**config.mk**
```make
export PLATFORM = sky130hd
export DESIGN_NAME = address_breakpoint_unit
export DESIGN_NICKNAME = d
export VERILOG_FILES = /design/src/hdl/address_breakpoint_unit_pkg.sv /design/src/hdl/address_breakpoint_unit.sv
export VERILOG_INCLUDE_DIRS = /design/src /design/src/hdl
export SDC_FILE = /design/constraint.sdc
export NUM_CORES = 1
export LEC_CHECK = 0
export ABC_AREA = 1
export ABC_CLOCK_PERIOD_IN_PS = 2300
export BUFFER_PORTS_ARGS = -buffer_cell sky130_fd_sc_hd__buf_2
export CORE_MARGIN = 3
export CORE_UTILIZATION = 49
export CTS_CLUSTER_SIZE = 28
export DETAILED_ROUTE_END_ITERATION = 8
export GPL_TIMING_DRIVEN = 0
export PLACE_DENSITY = 0.8
export SETUP_SLACK_MARGIN = 0.02
export SYNTH_ARGS = -nofsm -noshare
export SYNTH_HDL_FRONTEND = slang
export SYNTH_SLANG_ARGS = --single-unit
```
**constraint.sdc**
```tcl
create_clock -name clock -period 2.3 [get_ports clock]
set_clock_uncertainty 0.2 [all_clocks]
set_input_delay 0.115 -clock clock [delete_from_list [all_inputs] [get_ports clock]]
set_output_delay 0.115 -clock clock [all_outputs]
set_load 0.03 [all_outputs]
```
**src/hdl/address_breakpoint_unit_defines.svh**
```systemverilog
`ifndef ADDRESS_BREAKPOINT_UNIT_DEFINES_SVH
`define ADDRESS_BREAKPOINT_UNIT_DEFINES_SVH

// ----------------------------------------------------------------
// register byte offsets
// ----------------------------------------------------------------
`define OFS_BREAK_CONTROL_STATUS 8'h00
`define OFS_BREAK_ADDRESS_HIGH 8'h04
`define OFS_BREAK_ADDRESS_LOW 8'h08
`define OFS_BREAK_WAIT_EXIT_STATUS 8'h0C
`define OFS_BREAK_FLAG_CLEAR_CONTROL 8'h10
`define OFS_IRQ_STATUS 8'h14
`define OFS_IRQ_MASK 8'h18

// ----------------------------------------------------------------
// field positions
// ----------------------------------------------------------------
`define BIT_BREAKPOINT_ENABLE 7
`define BIT_BREAK_ACTIVE 6
`define BIT_WAIT_EXITED_BY_BREAK 1
`define BIT_FLAG_CLEAR_ENABLE 0
`define BIT_IRQ_MATCH 0
`define BIT_IRQ_SOFT 1

// ----------------------------------------------------------------
// reset values and bus answers
// ----------------------------------------------------------------
`define RST_BYTE 8'h00
`define RESP_OKAY 2'b00
`define RESP_SLVERR 2'b10

`endif

```
**src/hdl/address_breakpoint_unit_pkg.sv**
```systemverilog
package address_breakpoint_unit_pkg;

  typedef enum logic [1:0] {
    wr_idle = 2'b00,
    wr_resp = 2'b01
  } wr_state_t;

  typedef struct packed {
    wr_state_t wr_state;
    logic have_aw;
    logic have_w;
    logic [7:0] aw_addr;
    logic [31:0] w_data;
    logic [3:0] w_strb;
    logic [1:0] b_resp;
    logic rd_valid;
    logic [31:0] r_data;
    logic [1:0] r_resp;
    logic breakpoint_enable;
    logic break_active;
    logic [7:0] break_address_high;
    logic [7:0] break_address_low;
    logic wait_exited_by_break;
    logic flag_clear_enable;
    logic breakpoint_request;
    logic match_seen;
    logic in_wait;
    logic [1:0] irq_status;
    logic [1:0] irq_mask;
  } brk_state_t;

endpackage

```
**src/hdl/address_breakpoint_unit.sv**
```systemverilog
`include "address_breakpoint_unit_defines.svh"
`timescale 1ns/1ps
`default_nettype none

module address_breakpoint_unit
  import address_breakpoint_unit_pkg::*;
(
  input wire logic clock,
  input wire logic rst,
  // processor side
  input wire logic [15:0] cpu_address,
  input wire logic cpu_opcode_fetch,
  input wire logic cpu_wait_mode,
  input wire logic cpu_stop_mode,
  input wire logic emulation_mode,
  output logic breakpoint_request,
  output logic break_state,
  output logic flag_clear_enable,
  output logic irq,
  // axi4-lite slave
  input wire logic [7:0] s_axi_awaddr,
  input wire logic s_axi_awvalid,
  output logic s_axi_awready,
  input wire logic [31:0] s_axi_wdata,
  input wire logic [3:0] s_axi_wstrb,
  input wire logic s_axi_wvalid,
  output logic s_axi_wready,
  output logic [1:0] s_axi_bresp,
  output logic s_axi_bvalid,
  input wire logic s_axi_bready,
  input wire logic [7:0] s_axi_araddr,
  input wire logic s_axi_arvalid,
  output logic s_axi_arready,
  output logic [31:0] s_axi_rdata,
  output logic [1:0] s_axi_rresp,
  output logic s_axi_rvalid,
  input wire logic s_axi_rready
);

  // ----------------------------------------------------------------
  // state
  // ----------------------------------------------------------------
  brk_state_t st;
  brk_state_t next_st;
  logic aw_take;
  logic w_take;
  logic ar_take;
  logic addr_match;
  logic halted;
  logic do_write;
  logic [7:0] wbyte;
  logic [31:0] rd_word;
  logic rd_ok;

  // handshake readiness is combinational, data are registered
  assign s_axi_awready = (st.wr_state == wr_idle) && !st.have_aw;
  assign s_axi_wready = (st.wr_state == wr_idle) && !st.have_w;
  assign s_axi_bvalid = (st.wr_state == wr_resp);
  assign s_axi_bresp = st.b_resp;
  assign s_axi_arready = !st.rd_valid;
  assign s_axi_rvalid = st.rd_valid;
  assign s_axi_rdata = st.r_data;
  assign s_axi_rresp = st.r_resp;
  assign aw_take = s_axi_awvalid && s_axi_awready;
  assign w_take = s_axi_wvalid && s_axi_wready;
  assign ar_take = s_axi_arvalid && s_axi_arready;

  // no advancing bus in low power
  assign halted = cpu_wait_mode || cpu_stop_mode;
  assign addr_match = st.breakpoint_enable && !halted &&
                      (cpu_address == {st.break_address_high, st.break_address_low});

  assign breakpoint_request = st.breakpoint_request;
  assign break_state = st.break_active;
  assign flag_clear_enable = st.flag_clear_enable;
  // level interrupt from unmasked sticky bits
  assign irq = |(st.irq_status & st.irq_mask);

  // read mux; only the low byte carries data
  always_comb begin
    rd_word = 32'h0000_0000;
    rd_ok = 1'b1;
    case (s_axi_araddr)
      `OFS_BREAK_CONTROL_STATUS: begin
        rd_word[`BIT_BREAKPOINT_ENABLE] = st.breakpoint_enable;
        rd_word[`BIT_BREAK_ACTIVE] = st.break_active;
      end
      `OFS_BREAK_ADDRESS_HIGH: rd_word[7:0] = st.break_address_high;
      `OFS_BREAK_ADDRESS_LOW: rd_word[7:0] = st.break_address_low;
      // wait-exit flag readable in break routine
      `OFS_BREAK_WAIT_EXIT_STATUS: rd_word[`BIT_WAIT_EXITED_BY_BREAK] = st.wait_exited_by_break;
      `OFS_BREAK_FLAG_CLEAR_CONTROL: rd_word[`BIT_FLAG_CLEAR_ENABLE] = st.flag_clear_enable;
      `OFS_IRQ_STATUS: rd_word[1:0] = st.irq_status;
      `OFS_IRQ_MASK: rd_word[1:0] = st.irq_mask;
      default: rd_ok = 1'b0;
    endcase
  end

  // ----------------------------------------------------------------
  // next-state logic
  // ----------------------------------------------------------------
  always_comb begin
    next_st = st;
    do_write = 1'b0;
    wbyte = st.w_data[7:0];
    next_st.breakpoint_request = 1'b0;

    // write channels, accepted in either order
    if (aw_take) begin
      next_st.have_aw = 1'b1;
      next_st.aw_addr = s_axi_awaddr;
    end
    if (w_take) begin
      next_st.have_w = 1'b1;
      next_st.w_data = s_axi_wdata;
      next_st.w_strb = s_axi_wstrb;
    end

    case (st.wr_state)
      wr_idle: begin
        if (st.have_aw && st.have_w) begin
          // only byte lane 0 holds register bits
          do_write = st.w_strb[0];
          next_st.have_aw = 1'b0;
          next_st.have_w = 1'b0;
          next_st.wr_state = wr_resp;
          next_st.b_resp = `RESP_OKAY;
          case (st.aw_addr)
            `OFS_BREAK_CONTROL_STATUS, `OFS_BREAK_ADDRESS_HIGH, `OFS_BREAK_ADDRESS_LOW,
            `OFS_BREAK_WAIT_EXIT_STATUS, `OFS_BREAK_FLAG_CLEAR_CONTROL,
            `OFS_IRQ_STATUS, `OFS_IRQ_MASK: next_st.b_resp = `RESP_OKAY;
            default: begin
              next_st.b_resp = `RESP_SLVERR;
              do_write = 1'b0;
            end
          endcase
        end
      end
      wr_resp: begin
        if (s_axi_bready) begin
          next_st.wr_state = wr_idle;
        end
      end
      default: next_st.wr_state = wr_idle;
    endcase

    // register writes
    if (do_write) begin
      case (st.aw_addr)
        `OFS_BREAK_CONTROL_STATUS: begin
          next_st.breakpoint_enable = wbyte[`BIT_BREAKPOINT_ENABLE];
          next_st.break_active = wbyte[`BIT_BREAK_ACTIVE];
          if (wbyte[`BIT_BREAK_ACTIVE]) begin
            // issued at once, ahead of next instruction
            next_st.breakpoint_request = 1'b1;
            next_st.irq_status[`BIT_IRQ_SOFT] = 1'b1;
          end
        end
        `OFS_BREAK_ADDRESS_HIGH: next_st.break_address_high = wbyte;
        `OFS_BREAK_ADDRESS_LOW: next_st.break_address_low = wbyte;
        `OFS_BREAK_WAIT_EXIT_STATUS: begin
          // clearing only allowed with flag-clear enable
          if (st.flag_clear_enable && !wbyte[`BIT_WAIT_EXITED_BY_BREAK]) begin
            next_st.wait_exited_by_break = 1'b0;
          end
        end
        `OFS_BREAK_FLAG_CLEAR_CONTROL: next_st.flag_clear_enable = wbyte[`BIT_FLAG_CLEAR_ENABLE];
        `OFS_IRQ_STATUS: next_st.irq_status = st.irq_status & ~wbyte[1:0];
        `OFS_IRQ_MASK: next_st.irq_mask = wbyte[1:0];
        default: next_st.irq_mask = st.irq_mask;
      endcase
    end

    // one pulse per match event, edge of the compare
    next_st.match_seen = addr_match;
    if (addr_match && !st.match_seen) begin
      // hardware sets break-active, wins over a clear
      next_st.break_active = 1'b1;
      // request follows any matching address; cpu_opcode_fetch is not decoded
      next_st.breakpoint_request = 1'b1;
      next_st.irq_status[`BIT_IRQ_MATCH] = 1'b1;
    end

    // wait-exit tracking only in emulation mode
    // set when a break ends wait mode
    next_st.in_wait = cpu_wait_mode;
    if (emulation_mode && st.in_wait && !cpu_wait_mode && st.break_active) begin
      next_st.wait_exited_by_break = 1'b1;
    end

    // read channel
    if (ar_take) begin
      next_st.rd_valid = 1'b1;
      next_st.r_data = rd_word;
      next_st.r_resp = rd_ok ? `RESP_OKAY : `RESP_SLVERR;
    end else if (st.rd_valid && s_axi_rready) begin
      next_st.rd_valid = 1'b0;
    end
  end

  // ----------------------------------------------------------------
  // state register
  // ----------------------------------------------------------------
  always_ff @(posedge clock or posedge rst) begin
    if (rst) begin
      next_st_reset();
    end else begin
      st <= next_st;
    end
  end

  // reset image held in one place so every field gets a constant
  task automatic next_st_reset();
    st.wr_state <= wr_idle;
    st.have_aw <= 1'b0;
    st.have_w <= 1'b0;
    st.aw_addr <= `RST_BYTE;
    st.w_data <= 32'h0000_0000;
    st.w_strb <= 4'h0;
    st.b_resp <= `RESP_OKAY;
    st.rd_valid <= 1'b0;
    st.r_data <= 32'h0000_0000;
    st.r_resp <= `RESP_OKAY;
    st.breakpoint_enable <= 1'b0;
    st.break_active <= 1'b0;
    st.break_address_high <= `RST_BYTE;
    st.break_address_low <= `RST_BYTE;
    st.wait_exited_by_break <= 1'b0;
    st.flag_clear_enable <= 1'b0;
    st.breakpoint_request <= 1'b0;
    st.match_seen <= 1'b0;
    st.in_wait <= 1'b0;
    st.irq_status <= 2'b00;
    st.irq_mask <= 2'b00;
  endtask

endmodule

`default_nettype wire

```
---- Word-level counts from Yosys, hierarchy flattened ----
Cells that the tools add are included.
cells by class
  eq/ne operators ......................... 17
  muxes and demuxes ....................... 36
  bitwise gates (word level) .............. 3
  reduce and logical (&&, ||, !) cells .... 47
operators with widths
  operator            count
  $eq 8x5->1 const B  6
  $eq 8x4->1 const B  4
  $mux 1              20
  $mux 20             1
  $reduce_and 2->1    9
  $eq 16x16->1        1
  $eq 8x3->1 const B  2
  $logic_not 8->1     2
  $mux 8              2
  $reduce_bool 2->1   8
  $logic_and 1x1->1   14
  $reduce_or 7->1     2
  $mux 2              5
  $pmux 1 s5          2
  $pmux 4 s2          1
  $logic_not 1->1     7
  $pmux 2 s3          1
  $reduce_and 3->1    2
  $and 2x2->2         2
  $mux 4              1
  $ne 2x1->1 const B  2
  $pmux 2 s2          1
  $mux 3              1
  $eq 2x1->1 const B  1
  6 further kinds     6
word-level totals
  flip-flop bits (word level) ............. 61
  bits of input ports ..................... 79
  output and inout bits ................... 45
  logic and storage cells ................. 125

---- Longest topological paths before layout ----
  depth in word-level cells ............... 7
  depth in mapped cells ................... 10
  mapped depth without buffers ............ 9

---- Worst setup path before layout ----
Ideal clock, no wire load.
  path kind ............................... register to register
  start point ............................. register st[110] (netlist bit)
  end point ............................... register st[64] (netlist bit)
  library setup time ...................... 133 ps
  arrival ................................. 1519 ps
  data required time ...................... 1967 ps
  slack ................................... 448 ps
  cell stages (with the launch flop) ...... 6
  buffers on the path ..................... 1
  clock period less this slack ............ 1852 ps
  path through ............................ dfrtp_1 > nor2_1 > nand2_1 > clkbuf_1 > nor2_1 > a21oi_1
on the way
  word-level cells in the longest chain between the ends .. 3
RTL lines
  element                 line                            source
  start, declared         address_breakpoint_unit.sv:43   brk_state_t st;
  start signal, assigned  address_breakpoint_unit.sv:208  st <= next_st;
  $logic_not 2->1         address_breakpoint_unit.sv:57   assign s_axi_wready = (st.wr_state == wr_idle) && !st.have_w;
  $logic_and 1x1->1       address_breakpoint_unit.sv:57
  via s_axi_wready        address_breakpoint_unit.sv:27   output logic s_axi_wready,
  $logic_and 1x1->1       address_breakpoint_unit.sv:65   assign w_take = s_axi_wvalid && s_axi_wready;
The timed path passes the listed nets, and every way through them passes these cells.
A chain may end at the register's enable or synchronous reset.

---- Final worst setup path ----
  start point ............................. input s_axi_araddr[3]
  end point ............................... register st (netlist bit s_axi_rdata[2])
on the way
  word-level cells in the longest chain between the ends .. 2
  elaborated cells on any way between the ends .. 3
  those cells by class .................... eq/ne (2); mux (1)
RTL lines
  element                                          line                           source
  start, declared                                  address_breakpoint_unit.sv:31  input wire logic [7:0] s_axi_araddr,
  $eq 8x4->1 / $eq 8x3->1 (equally long branches)  address_breakpoint_unit.sv:83  case (s_axi_araddr)
  $pmux 4 s2 *                                     address_breakpoint_unit.sv:83
Every way passes the cells marked *; elsewhere a longest branch is shown, timed or not.

==> flow_summary_export.csv <==
group,metric,value,unit
worst_setup_path,critical_path_arrival,2020,ps
worst_setup_path,start_kind,"primary input",
timing,maxSlewViolCount,0,
logic_synthesis,synthesis.area,0.00327,mm2
global_route,first_global_vias,2790,
logic_synthesis,synth-simple-area-share,0.261,
min_path,hold_depth,6,
power_and_ir_drop,ir_drop,0.755,mV
clock_network,cts_setup_buffers,0,
drt,wl,7360,um
drt,dr_total_vias,2875,
timing,rsz0062_at_grt,"no",
clock_network,h-tree-depth,3,
cells_and_area,diodes,0,
min_path,min_from,"s_axi_araddr[0]",
min_path,hold_class,"primary input to flip-flop",
clock_network,clk_path_buf_depth,2,
global_route,grt_max_degree,38,
min_path,min_to,"s_axi_rdata[0]$_DFFE_PP0P_",
floorplan,std_cell_rows,29,
worst_setup_path,reg2regPathDepth,9,
drt,avgViaCountPerCell,4.73,
cells_and_area,fin_cells,608,
floorplan,io_pins,124,
clock_network,cts_inserted_buffers,9,
clock_network,cts_sinks,58,
timing,finalSetupViolations,0,
status,status,"completed",
worst_setup_path,critical_path_buf_inv_count,4,
run,max-cap-violations,0,
timing,fin_crit_sh,0.851,
timing,holdWs,23.1,ps
floorplan,coreArea,0.00642,mm2
placed_design,dp_hpwl,5580,um
logic_synthesis,synthXorXnorAreaFrac,0.0268,
timing,period_needed,1960,ps
drt,drc,0,
logic_synthesis,ys_seq_elements,58,
worst_setup_path,end_kind,"flip-flop",
logic_synthesis,synth_top_family_by_area,"simple AND/OR/NAND/NOR gates",
logic_synthesis,syn_inst,392,
cells_and_area,final_nets,605,
cells_and_area,num-fill-cells,510,
logic_synthesis,synthMuxAreaShare,0.0207,
floorplan,start_util,0.509,
placed_design,dp.cells,564,
global_route,antenna_found_initial,0,
timing,fmax,511,MHz
worst_setup_path,path_class,"primary input to flip-flop",
clock_network,clk_pin_slew,70,ps
power_and_ir_drop,p_leak,2.23,nW
worst_setup_path,crit_family,"buffers and inverters",
logic_synthesis,seq_area_frac_synth,0.444,
worst_setup_path,crit_fanout,8,
timing,setup_ws,342,ps
placed_design,place_congestion,0.861,
worst_setup_path,cp_common_cell,"dlygate4sd3_1",
cells_and_area,drive_gt1_frac,0.316,
drt,dr.pass1.iters,4,
worst_setup_path,required,2360,ps
cells_and_area,finalInstanceArea,0.00432,mm2
placed_design,preCtsSetupSlack,486,ps
logic_synthesis,synth_compound_area_frac,0.108,
global_route,grt_overflow_total,0,
logic_synthesis,synthAdderAreaFrac,0,
worst_setup_path,crit_chain,"dlygate4sd3_1 > buf_2 > inv_1 > nor3_4 > nand3_1 > dlygate4sd3_1 > a21oi_1",
clock_network,cts_tree,"built",
power_and_ir_drop,p_per_area,815,mW/mm2
timing,hold_viol_final,0,
clock_network,clkLatencyLatePin,330,ps
worst_setup_path,crit_path_max_incr_delay,570,ps
power_and_ir_drop,power,3.52,mW
logic_synthesis,synth_area_leaders,"dfrtp_1 44%, nand2_1 9.4%, buf_4 8.3%",
worst_setup_path,reg2reg_from,"st[100]$_DFFE_PP0P_",
drt,drt-initial-drc-count,114,
global_route,grt_first_pass_wirelength,12400,um
logic_synthesis,yosysTopAreaCell,"dfrtp_1",
logic_synthesis,ys_warn_count,0,
worst_setup_path,r2r_slack,460,ps
drt,avgRoutedWirePerCell,12.1,um
clock_network,root_buffer,"clkbuf_8",
placed_design,io_buffers,69,
logic_synthesis,ys_types,34,
floorplan,die_h,87.7,um
logic_synthesis,syn_area_per_cell,8.33,um2
worst_setup_path,r2r_end,"st[24]$_DFFE_PP0P_",
drt,ant_nets,0,
floorplan,die_area,0.00768,mm2
global_route,grt_usage,0.207,
floorplan,die_w,87.7,um
placed_design,dpl_cell_area,0.00382,mm2
cells_and_area,syn_to_final_growth,32.1,%
worst_setup_path,slowest_stage,"dlygate4sd3_1",
logic_synthesis,synth.top_cell.area_share,0.444,
placed cells by master, fill, tap and decap left out, types with 2 or more instances in the layout:
cell type | synthesis | routed
nor2_4 | 4 | 4
clkbuf_1 | 2 | 2
nor2_1 | 52 | 52
dlygate4sd3_1 | 0 | 28
buf_6 | 2 | 2
nand4_1 | 6 | 6
clkbuf_8 | 0 | 12
nand3_1 | 19 | 19
o21ai_2 | 16 | 16
buf_2 | 0 | 69
nor2_2 | 5 | 5
o21bai_1 | 2 | 2
inv_1 | 38 | 37
nand2_1 | 82 | 82
o21ai_1 | 3 | 3
clkinv_2 | 0 | 2
nand2_2 | 6 | 6
conb_1 | 1 | 26
dfrtp_1 | 58 | 58
inv_2 | 1 | 2
buf_4 | 36 | 36
o21ai_0 | 5 | 5
o211ai_1 | 4 | 4
xor2_1 | 2 | 2
mux2_2 | 6 | 6
nand3_4 | 3 | 3
a21oi_1 | 21 | 21
xnor2_1 | 8 | 8
layer usage:
layer,global-route usage,share of wire,vias up
met2,0.342,0.48,104
met3,0.0405,0.063,14
li1,-,-,1465
met5,0,0,-
met4,0.0921,0.018,0
met1,0.264,0.44,1292
worst min-delay path: stages:
cell     delay, ps
buf_2           80
nor2_1          40
nand3_1         80
o31ai_1         70
nor2_1          80
a21oi_1         60
area by class of cell:
type,instances,area [um2],share of cell area
Clock buffer,12,165,0.0383
Inverter,40,150,0.0348
Clock inverter,4,48.8,0.0113
Multi-Input combinational cell,279,1460,0.338
Buffer,40,300,0.0696
Timing Repair Buffer,98,646,0.150
Sequential cell,58,1450,0.336
Tap cell,77,96.3,0.0223
per-stage QoR:
step                       util  TNS [ps]
after floorplan               -         0
after global placement    0.592     -6190
after detailed placement  0.595         0
after CTS                 0.672         0
after global routing      0.672         0
final                     0.672         0
registers in the layout (all words and copies together), names as in the netlist:
name,cells
break_state,1
flag_clear_enable,1
st,44
s_axi_rvalid,1
breakpoint_request,1
s_axi_rresp,1
s_axi_bresp,1
s_axi_rdata,8
cell families after synthesis:
kind of cell,Yosys count
compound gates,54
simple gates,183
flops,58
xor+xnor,10
mux,6
other cells,1
buf+inv,80
repair_timing:
item / CTS / global route
endpoints found under the hold margin: 82 / 0
hold buffers: 28 / 0
resized for setup: 0 / 0
power by group:
group / leakage [nW] / internal [mW] / switching (mW) / total (mW)
logic: 1.40 / 0.407 / 0.732 / 1.14
registers: 0.718 / 1.24 / 0.144 / 1.39
clock network: 0.112 / 0.587 / 0.403 / 0.990
synthesized netlist by cell type:
master	n
nor3b_1	1
nor2_2	5
nor2_1	52
clkbuf_1	2
nand2_2	6
nor3_4	1
buf_6	2
or2_2	1
nand3_4	3
and3_1	1
nor4_1	1
nor2_4	4
nand2_1	82
xnor2_1	8
conb_1	1
inv_1	38
dfrtp_1	58
a21oi_1	21
nand4_1	6
and3b_1	1
o211ai_1	4
xor2_1	2
inv_2	1
a311oi_1	1
clkinv_1	1
nand3_1	19
o21bai_1	2
o21ai_1	3
a31oi_1	1
buf_4	36
o21ai_0	5
o31ai_1	1
mux2_2	6
o21ai_2	16
worst max-delay path by stage:
stage                                 end  slack (ps)  depth (start not counted)                start
3_3_place_gp   s_axi_rdata[6]$_DFFE_PP0P_        -110                          2                  rst
2_1_floorplan          st[64]$_DFFE_PP0P_         450                          5  st[110]$_DFFE_PP0P_
6_report       s_axi_rdata[2]$_DFFE_PP0P_         340                          7      s_axi_araddr[3]
4_1_cts        s_axi_rdata[2]$_DFFE_PP0P_         340                          7      s_axi_araddr[3]
3_5_place_dp           st[17]$_DFFE_PP0P_         490                          9  st[100]$_DFFE_PP0P_
5_1_grt        s_axi_rdata[2]$_DFFE_PP0P_         260                          7      s_axi_araddr[3]
Note: power is estimated with default switching activity, not from simulation.
